$ cat src/pkg/swpc_pkg.sv
// Package for the sleep/wake power controller: register map, fields,
// reset values, state encoding and timing counts.
// Assumes a single 10 MHz clock and a plain synchronous register port.
package swpc_pkg;

   // ----------------------------------------------------------------
   // Register offsets (byte addresses, one 32-bit word each)
   // ----------------------------------------------------------------
   localparam logic [7:0] ADDR_CTRL     = 8'h00;
   localparam logic [7:0] ADDR_STATUS   = 8'h04;
   localparam logic [7:0] ADDR_IRQ_STAT = 8'h08;
   localparam logic [7:0] ADDR_IRQ_MASK = 8'h0C;
   localparam logic [7:0] ADDR_CNT_LO   = 8'h10;
   localparam logic [7:0] ADDR_CNT_HI   = 8'h14;
   localparam logic [7:0] ADDR_WAKE_LO  = 8'h18;
   localparam logic [7:0] ADDR_WAKE_HI  = 8'h1C;
   localparam logic [7:0] ADDR_INCR     = 8'h20;
   localparam logic [7:0] ADDR_DSM_BASE = 8'h80;  // 32 words of deep-sleep memory
   localparam logic [7:0] ADDR_DSM_TOP  = 8'hFC;

   // ----------------------------------------------------------------
   // Control register fields
   // ----------------------------------------------------------------
   localparam int CTRL_SLEEP_BIT    = 0;  // write one: sleep request
   localparam int CTRL_PIN_EN_BIT   = 1;
   localparam int CTRL_PIN_POL_BIT  = 2;  // 1: wake on rising edge, 0: wake on falling edge
   localparam int CTRL_TIMER_EN_BIT = 3;
   localparam int CTRL_USB_EN_BIT   = 4;
   localparam int CTRL_SLOW_EN_BIT  = 5;  // move counter to slow osc in sleep
   localparam logic [5:0] CTRL_RESET = 6'h00;

   // Interrupt status bits
   localparam int IRQ_ASLEEP_BIT = 0;
   localparam int IRQ_AWAKE_BIT  = 1;
   localparam int IRQ_PGOOD_BIT  = 2;
   localparam int IRQ_TIMER_BIT  = 3;
   localparam int IRQ_W          = 4;

   // Counter and memory shape
   localparam int CNT_W       = 64;
   localparam int DSM_BYTES   = 128;
   localparam int DSM_WORDS   = DSM_BYTES / 4;
   localparam logic [31:0] INCR_RESET = 32'h0000_0140;  // plain default

   // ----------------------------------------------------------------
   // Timing
   // ----------------------------------------------------------------
   localparam int CLK_HZ      = 10_000_000;
   localparam int SLOW_HZ     = 31_250;
   localparam int SLOW_DIV    = CLK_HZ / SLOW_HZ;  // 320 clocks per slow tick
   localparam int SETTLE_NS   = 1_000;             // settle time per transition step
   localparam int SETTLE_CYC  = (SETTLE_NS * (CLK_HZ / 1_000_000) + 999) / 1_000;

   // ----------------------------------------------------------------
   // Power states, Gray coded along the path
   // ----------------------------------------------------------------
   typedef enum logic [2:0] {
      ST_POWER_UP  = 3'b000,
      ST_CLK_ON    = 3'b001,
      ST_AWAKE     = 3'b011,
      ST_CLK_OFF   = 3'b010,
      ST_PWR_DOWN  = 3'b110,
      ST_ASLEEP    = 3'b111
   } swpc_state_t;

   // Register port request
   typedef struct packed {
      logic [7:0]  addr;
      logic [31:0] wdata;
      logic        wr;
      logic        rd;
   } swpc_req_t;

   // Power domain controls
   typedef struct packed {
      logic node_power;    // digital node and peripherals powered
      logic clk_enable;
      logic wdog_enable;
      logic sys_reset;     // pulse on power-good loss in a transition
   } swpc_pwr_t;

endpackage

$ cat src/swpc_ctrl.sv
// Sleep/wake power controller with real-time counter, deep-sleep memory
// and interrupt status. Assumes one 10 MHz clock, inputs synchronous to it,
// and a register master that never issues a sleep request outside awake.
//
// Function
// - Sleep quiescent, awake running, via transition states
// - Sleep request from register or USB
// - Wake from USB, pin or timer
// - Wake stimuli acted on only when asleep
// - Wake during entry held until asleep
// - Wake on pin edge, counter match, USB
// - Sleep powers node down, awake runs all
// - Awake: counter increments each main tick
// - Optionally switch counter to slow oscillator asleep
// - Slow ticks add programmable increment
// - 128-byte deep-sleep memory kept asleep
// - Power-good loss in transition issues reset
// - Watchdog enabled only while awake
`timescale 1ns/1ns
module swpc_ctrl
   import swpc_pkg::*;
(
   // Clock and reset
   input  wire logic                 clk,
   input  wire logic                 nrst,
   // Register port
   input  wire swpc_pkg::swpc_req_t  req,
   output logic [31:0]               rdata,
   // Partners
   input  wire logic                 usb_standby_enter,
   input  wire logic                 usb_standby_exit,
   input  wire logic                 wake_pin,
   input  wire logic                 power_good,
   // Power outputs
   output swpc_pkg::swpc_pwr_t       pwr,
   output swpc_pkg::swpc_state_t     state_out,
   output logic                      irq
);
   import swpc_pkg::*;

   // ----------------------------------------------------------------
   // Storage
   // ----------------------------------------------------------------
   swpc_state_t          state;
   swpc_state_t          next_state;
   logic [5:0]           ctrl;
   logic [IRQ_W-1:0]     irq_stat;
   logic [IRQ_W-1:0]     irq_mask;
   logic [CNT_W-1:0]     count;
   logic [CNT_W-1:0]     wake_val;
   logic [31:0]          incr;
   logic [31:0]          dsm [DSM_WORDS];
   logic [8:0]           slow_div;
   logic [15:0]          settle;
   logic                 wake_pend;
   logic                 pin_d;
   logic                 reset_pulse;

   // ----------------------------------------------------------------
   // Decoding
   // ----------------------------------------------------------------
   // Address match used by the write path; the read mux decodes with a case
   function automatic logic hit(input logic [7:0] a, input logic [7:0] o);
      return a == o;
   endfunction

   wire logic dsm_sel      = req.addr >= ADDR_DSM_BASE;
   wire logic [4:0] dsm_ix = req.addr[6:2];
   wire logic wr_ctrl      = req.wr && hit(req.addr, ADDR_CTRL);
   wire logic sleep_sw     = wr_ctrl && req.wdata[CTRL_SLEEP_BIT];
   wire logic sleep_req    = (sleep_sw || usb_standby_enter)
                             && state == ST_AWAKE;
   wire logic is_asleep    = state == ST_ASLEEP;
   wire logic in_entry     = state == ST_CLK_OFF || state == ST_PWR_DOWN;
   wire logic in_trans     = state != ST_AWAKE && state != ST_ASLEEP;
   wire logic settled      = settle == 16'h0000;

   // Pin edge in the programmed direction
   wire logic pin_edge  = ctrl[CTRL_PIN_POL_BIT] ? (wake_pin && !pin_d)
                                                 : (!wake_pin && pin_d);
   wire logic pin_wake  = ctrl[CTRL_PIN_EN_BIT] && pin_edge;
   wire logic timer_hit = ctrl[CTRL_TIMER_EN_BIT] && count == wake_val;
   wire logic usb_wake  = ctrl[CTRL_USB_EN_BIT] && usb_standby_exit;
   wire logic wake_stim = pin_wake || timer_hit || usb_wake;
   wire logic wake_go   = is_asleep && (wake_stim || wake_pend);

   // Slow clock enable, and which tick source drives the counter
   wire logic slow_tick = slow_div == 9'((SLOW_DIV) - 1);
   wire logic on_slow   = ctrl[CTRL_SLOW_EN_BIT] && !(state == ST_AWAKE);
   wire logic pg_loss   = in_trans && !power_good;

   // ----------------------------------------------------------------
   // State sequencing
   // ----------------------------------------------------------------
   // Each transition step waits for the settle count
   always_comb begin
      next_state = state;
      unique case (state)
         ST_POWER_UP: if (settled) next_state = ST_CLK_ON;
         ST_CLK_ON:   if (settled) next_state = ST_AWAKE;
         ST_AWAKE:    if (sleep_req) next_state = ST_CLK_OFF;
         ST_CLK_OFF:  if (settled) next_state = ST_PWR_DOWN;
         ST_PWR_DOWN: if (settled) next_state = ST_ASLEEP;
         ST_ASLEEP:   if (wake_go) next_state = ST_POWER_UP;
         default:     next_state = ST_POWER_UP;
      endcase
      if (pg_loss) begin
         next_state = ST_POWER_UP;
      end
   end

   // State register and settle timer
   always_ff @(posedge clk or negedge nrst) begin
      if (!nrst) begin
         state  <= ST_POWER_UP;
         settle <= 16'(SETTLE_CYC);
      end else begin
         state  <= next_state;
         settle <= (next_state != state) ? 16'(SETTLE_CYC)
                 : (settled ? settle : settle - 16'h0001);
      end
   end

   // Wake stimulus during sleep entry is remembered
   always_ff @(posedge clk or negedge nrst) begin
      if (!nrst) begin
         wake_pend <= 1'b0;
      end else if (in_entry && wake_stim) begin
         wake_pend <= 1'b1;
      end else if (state == ST_AWAKE || wake_go) begin
         wake_pend <= 1'b0;
      end
   end

   // Reset pulse and pin history
   always_ff @(posedge clk or negedge nrst) begin
      if (!nrst) begin
         reset_pulse <= 1'b0;
         pin_d       <= 1'b0;
      end else begin
         reset_pulse <= pg_loss;
         pin_d       <= wake_pin;
      end
   end

   // ----------------------------------------------------------------
   // Real-time counter
   // ----------------------------------------------------------------
   // Slow oscillator divider: an enable pulse every 320 clocks
   always_ff @(posedge clk or negedge nrst) begin
      if (!nrst) begin
         slow_div <= 9'h000;
      end else begin
         slow_div <= slow_tick ? 9'h000 : slow_div + 9'h001;
      end
   end

   // Main tick adds one, slow tick adds the programmed increment
   always_ff @(posedge clk or negedge nrst) begin
      if (!nrst) begin
         count <= 64'h0;
      end else if (!on_slow) begin
         count <= count + 64'h1;
      end else if (slow_tick) begin
         count <= count + {32'h0, incr};
      end
   end

   // ----------------------------------------------------------------
   // Registers
   // ----------------------------------------------------------------
   // Sleep bit self-clears; it is only a request strobe
   always_ff @(posedge clk or negedge nrst) begin
      if (!nrst) begin
         ctrl     <= CTRL_RESET;
         irq_mask <= 4'h0;
         wake_val <= 64'hFFFF_FFFF_FFFF_FFFF;
         incr     <= INCR_RESET;
      end else if (req.wr) begin
         if (wr_ctrl) ctrl <= {req.wdata[5:1], 1'b0};
         if (hit(req.addr, ADDR_IRQ_MASK)) irq_mask <= req.wdata[IRQ_W-1:0];
         if (hit(req.addr, ADDR_WAKE_LO)) wake_val[31:0] <= req.wdata;
         if (hit(req.addr, ADDR_WAKE_HI)) wake_val[63:32] <= req.wdata;
         if (hit(req.addr, ADDR_INCR)) incr <= req.wdata;
      end
   end

   // Deep-sleep memory has no reset; it keeps contents through sleep
   always_ff @(posedge clk) begin
      if (req.wr && dsm_sel) begin
         dsm[dsm_ix] <= req.wdata;
      end
   end

   // Sticky events; a set in the clear cycle wins
   wire logic [IRQ_W-1:0] ev = {timer_hit && is_asleep, reset_pulse,
                                state == ST_CLK_ON && next_state == ST_AWAKE,
                                state == ST_PWR_DOWN && next_state == ST_ASLEEP};
   wire logic [IRQ_W-1:0] w1c = (req.wr && hit(req.addr, ADDR_IRQ_STAT))
                                ? req.wdata[IRQ_W-1:0] : 4'h0;

   always_ff @(posedge clk or negedge nrst) begin
      if (!nrst) begin
         irq_stat <= 4'h0;
      end else begin
         irq_stat <= (irq_stat & ~w1c) | ev;
      end
   end

   // Read mux, registered so data stand the cycle after the strobe
   logic [31:0] rd_mux;
   always_comb begin
      rd_mux = 32'h0;
      if (dsm_sel) begin
         rd_mux = dsm[dsm_ix];
      end else begin
         unique case (req.addr)
            ADDR_CTRL:     rd_mux = {26'h0, ctrl};
            ADDR_STATUS:   rd_mux = {27'h0, wake_pend, on_slow, state};
            ADDR_IRQ_STAT: rd_mux = {28'h0, irq_stat};
            ADDR_IRQ_MASK: rd_mux = {28'h0, irq_mask};
            ADDR_CNT_LO:   rd_mux = count[31:0];
            ADDR_CNT_HI:   rd_mux = count[63:32];
            ADDR_WAKE_LO:  rd_mux = wake_val[31:0];
            ADDR_WAKE_HI:  rd_mux = wake_val[63:32];
            ADDR_INCR:     rd_mux = incr;
            default:       rd_mux = 32'h0;  // Unmapped reads zero
         endcase
      end
   end

   always_ff @(posedge clk or negedge nrst) begin
      if (!nrst) begin
         rdata <= 32'h0;
      end else begin
         rdata <= req.rd ? rd_mux : 32'h0;
      end
   end

   // ----------------------------------------------------------------
   // Outputs
   // ----------------------------------------------------------------
   // Node powered everywhere except the sleep-side states
   assign pwr.node_power  = !(state == ST_PWR_DOWN || is_asleep);
   assign pwr.clk_enable  = state == ST_AWAKE || state == ST_CLK_ON
                            || state == ST_CLK_OFF;
   assign pwr.wdog_enable = state == ST_AWAKE;
   assign pwr.sys_reset   = reset_pulse;
   assign state_out       = state;
   assign irq             = |(irq_stat & irq_mask);

endmodule

$ cat config.mk
export PLATFORM = sky130hd
export DESIGN_NAME = swpc_ctrl
export DESIGN_NICKNAME = d
export VERILOG_FILES = /design/src/pkg/swpc_pkg.sv /design/src/swpc_ctrl.sv
export SDC_FILE = /design/constraint.sdc
export NUM_CORES = 2
export LEC_CHECK = 0
export BUFFER_PORTS_ARGS = -buffer_cell sky130_fd_sc_hd__buf_4
export CAP_MARGIN = 0
export CORE_MARGIN = 1
export CORE_UTILIZATION = 25
export DETAILED_ROUTE_END_ITERATION = 7
export SLEW_MARGIN = 20
export SYNTH_ARGS = -nofsm -noshare
export SYNTH_HDL_FRONTEND = slang
export SYNTH_SLANG_ARGS = --single-unit
export TNS_END_PERCENT = 1
$ cat constraint.sdc
create_clock -name clk -period 4.2 [get_ports clk]
set_input_delay 0.42 -clock clk [delete_from_list [all_inputs] [get_ports clk]]
set_output_delay 0.42 -clock clk [all_outputs]
set_load 0.02 [all_outputs]
==> flow_summary.yaml <==
worst_setup_path:
  crit_path_top_delay_cell: "a31oi_1"
  slowest_delay_ns: 0.50
  regToRegSetupSlack_ns: 0.50
  critPathLaunchType: "register"
  crit_end: "count[51]"
  crit_fanout: 30
  worstReg2RegStart: "state_out[2]"
  path_cells: "nand3b_1, buf_4, and3_1, ha_1, a2111oi_0, o21ai_0, a31oi_1, a21oi_1, o2111ai_1, buf_4, a2111oi_0, xor2_1"
  cp_num_buf_inv: 2
  crit_path_start: "state_out[2]"
  cp.required_ns: 4.78
  r2r_cells: 12
  worstSetupEndpointType: "register"
  crit_type: "register to register"
  cp_num_cells: 12
  crit_arrival_ns: 4.28
  path_delay_family: "compound AO/OA/AOI/OAI gates"
  r2r_end: "count[51]"
layout:
  final_cell_area_um2: 61600
  final_cell_mix: "1024 x edfxtp_1, 319 x mux4_2, 168 x dfrtp_1"
  instances_no_fill: 5945
  fill_cells: 20200
  finish.utilization_pct: 29.7
  fin_nets: 3138
  final_common_cell: "edfxtp_1"
  final_layout_size_suffix_gt1_share_pct: 29.6
  area_growth_pct: 17.7
sta:
  tns_ns: 0
  setup_violations: 0
  worst_hold_slack_ns: 0.0653
  hold_violations: 0
  finalCritPeriodShare_pct: 88.0
  drv_slew: 0
  rsz0062_at_grt: "false"
  worst_pin_slew_ns: 1.03
  fin_skew_ns: 0.0376
  finalCriticalPeriod_ns: 3.70
  slew_headroom_pct: 31.0
  max_freq_mhz: 271
clock_tree:
  cts-buffers-inserted: 136
  clock_latency_ns: 0.77
  cts_resized: 0
  clkSinkCount: 1260
  clk_pin_slew_ns: 0.06
  clk_path_buf_depth: 3
  cts_hold_buf: 4
  tritoncts: "yes"
  htree_levels: 4
  post-cts-setup-buffer-count: 0
  root_buffer: "clkbuf_16"
routing:
  drc: 0
  viasPerCell: 4.77
  vias: 28400
  antenna_left: 0
  wl_per_cell_um: 24.1
  drtIter0Drc: 3198
  drt-total-wl_um: 143000
  drt-pass1-iter-count: 5
synth:
  seq_area_frac_synth_pct: 70.2
  ys_types: 72
  synthFlopType: "edfxtp_1"
  ys_ff_latch: 1260
  netlist_instances: 2875
  syn_nets: 2958
  synth_edf_count: 1024
  synth_top_area_cell: "edfxtp_1"
  netlist_top_cells_area: "edfxtp_1 59%, mux4_2 14%, dfrtp_1 8.0%, dfstp_2 3.4%, mux2_2 2.8%"
  netlist_area_um2: 52300
  yosysTopAreaCellShare_pct: 58.8
  yosys_warnings: 0
  synthArstFlopShare_pct: 18.7
  syn_avg_cell_area_um2: 18.2
global_route:
  overflow: 0
  grt_usage_pct: 13.5
  grt_pass1_vias: 28500
  grt_max_degree: 113
  grt_pass1_wl_um: 207000
  antenna_found_initial: 14
floorplan:
  die_h_um: 459
  die_area_um2: 211000
  ios: 88
  die_w_um: 459
  initial_core_util_pct: 25.2
  core-area_um2: 207000
  rows: 167
power:
  ir_drop_uv: 367
  power_density_nw_per_um2: 454
  switching_share_pct: 24.4
  p_seq_share_pct: 51.2
  p_clk_share_pct: 40.2
  p_comb_share_pct: 8.6
  power.switching_w: 0.00683
  p_leak_nw: 20.7
  power.internal_w: 0.0211
hold_path:
  hold_class: "input pin to register"
run:
  cap_viol_max_count: 0
placement:
  dp.cells: 5701
  numPortBuffers: 87
  dpl.hpwl_um: 90200
  routabilityCongestion: 0.850
  place_area_um2: 57400
outcome:
  status: "finished clean"
==> cell type report <==
class,instances,area [um^2],share of cell area (%)
flip-flops and latches,1260,36700,59.7
multi-input cells,1423,15100,24.5
clock buffers,185,3660,5.94
well taps,2788,3490,5.67
repair buffers,201,1950,3.16
clock inverters,54,504,0.819
inverters,33,124,0.201
diodes,1,2.50,0.00406
==> layer usage <==
metal / vias to the layer above / GRT usage [%] / wire length [um]
met5: - / 0 / 111
met4: 18 / 3.71 / 3170
met3: 180 / 2.83 / 9980
met2: 1007 / 21.6 / 68600
met1: 15200 / 18.3 / 61500
li1: 11900 / - / -
==> Yosys cell counts (5+ instances only) <==
cell type     n
buf_2         9
clkbuf_1    109
a211oi_1     12
o21ai_0      78
a22oi_1       6
a21o_1       11
a221oi_1     31
nand4_1      21
a31oi_1      11
and4_1        7
edfxtp_1   1024
and3_1       45
o21a_1        8
o22ai_1      11
mux2i_1      37
nor2_1      103
dfstp_2      68
nand2_1     147
mux4_2      319
nand3b_1      5
nor3_1       15
mux2_2      131
and2_1        5
a21oi_1      99
nor3b_1       5
a2111oi_0    13
xor2_1       81
buf_1        37
nor2b_1      22
nand2b_1      8
nand3_1      31
nor4_1       19
inv_1        33
or3_1         7
ha_1         34
dfrtp_1     168
o21bai_1      5
xnor2_1      40
==> sequential cells by signal, indices dropped and copies added (netlist names) <==
signal / cells
settle: 16
incr: 32
reset_pulse: 1
dsm: 1024
wake_val: 64
rdata: 32
count: 64
irq_mask: 4
irq_stat: 4
wake_pend: 1
slow_div: 9
pin_d: 1
state_out: 3
ctrl: 5
==> tightest hold or removal path: stages <==
cell and delay, ns:
buf_4 0.21, nand2_1 0.09, o21ai_0 0.07
==> power groups by stage <==
stage | clock (W) | combinational [W] | sequential, W
3_3_place_gp | 0 | 0.00238 | 0.0145
3_5_place_dp | 0 | 0.00241 | 0.0145
4_1_cts | 0.0114 | 0.00242 | 0.0143
6_report | 0.0112 | 0.00242 | 0.0143
5_1_grt | 0.0119 | 0.00262 | 0.0143
2_1_floorplan | 0 | 0.00153 | 0.0144
==> through the flow <==
| stage | setup WS (ns) | total power (W) |
|---|---|---|
| 2_1_floorplan | -0.0575 | 0.0159 |
| 3_3_place_gp | 0.331 | 0.0169 |
| 3_5_place_dp | 0.547 | 0.0170 |
| 4_1_cts | 0.541 | 0.0282 |
| 5_1_grt | 0.260 | 0.0289 |
| 6_report | 0.504 | 0.0280 |
==> cells by family after synthesis <==
logic type      Yosys count  synth area share (%)
compound gates          326                  3.98
xor+xnor                121                  2.03
fa+ha+maj                35                 0.851
buf+inv                 192                  1.43
flops                  1260                  70.2
mux                     487                  17.3
simple gates            454                  4.24
==> worst min-delay path by stage <==
stage / startpoint / end / cells past startpoint
6_report: req[15] / wake_val[45] / 3
3_3_place_gp: slow_div[0] / slow_div[0] / 1
4_1_cts: req[15] / wake_val[45] / 3
3_5_place_dp: slow_div[0] / slow_div[0] / 1
5_1_grt: req[16] / wake_val[14] / 3
2_1_floorplan: nrst / count[0] / 0
Power figures use the tool's default switching activity.
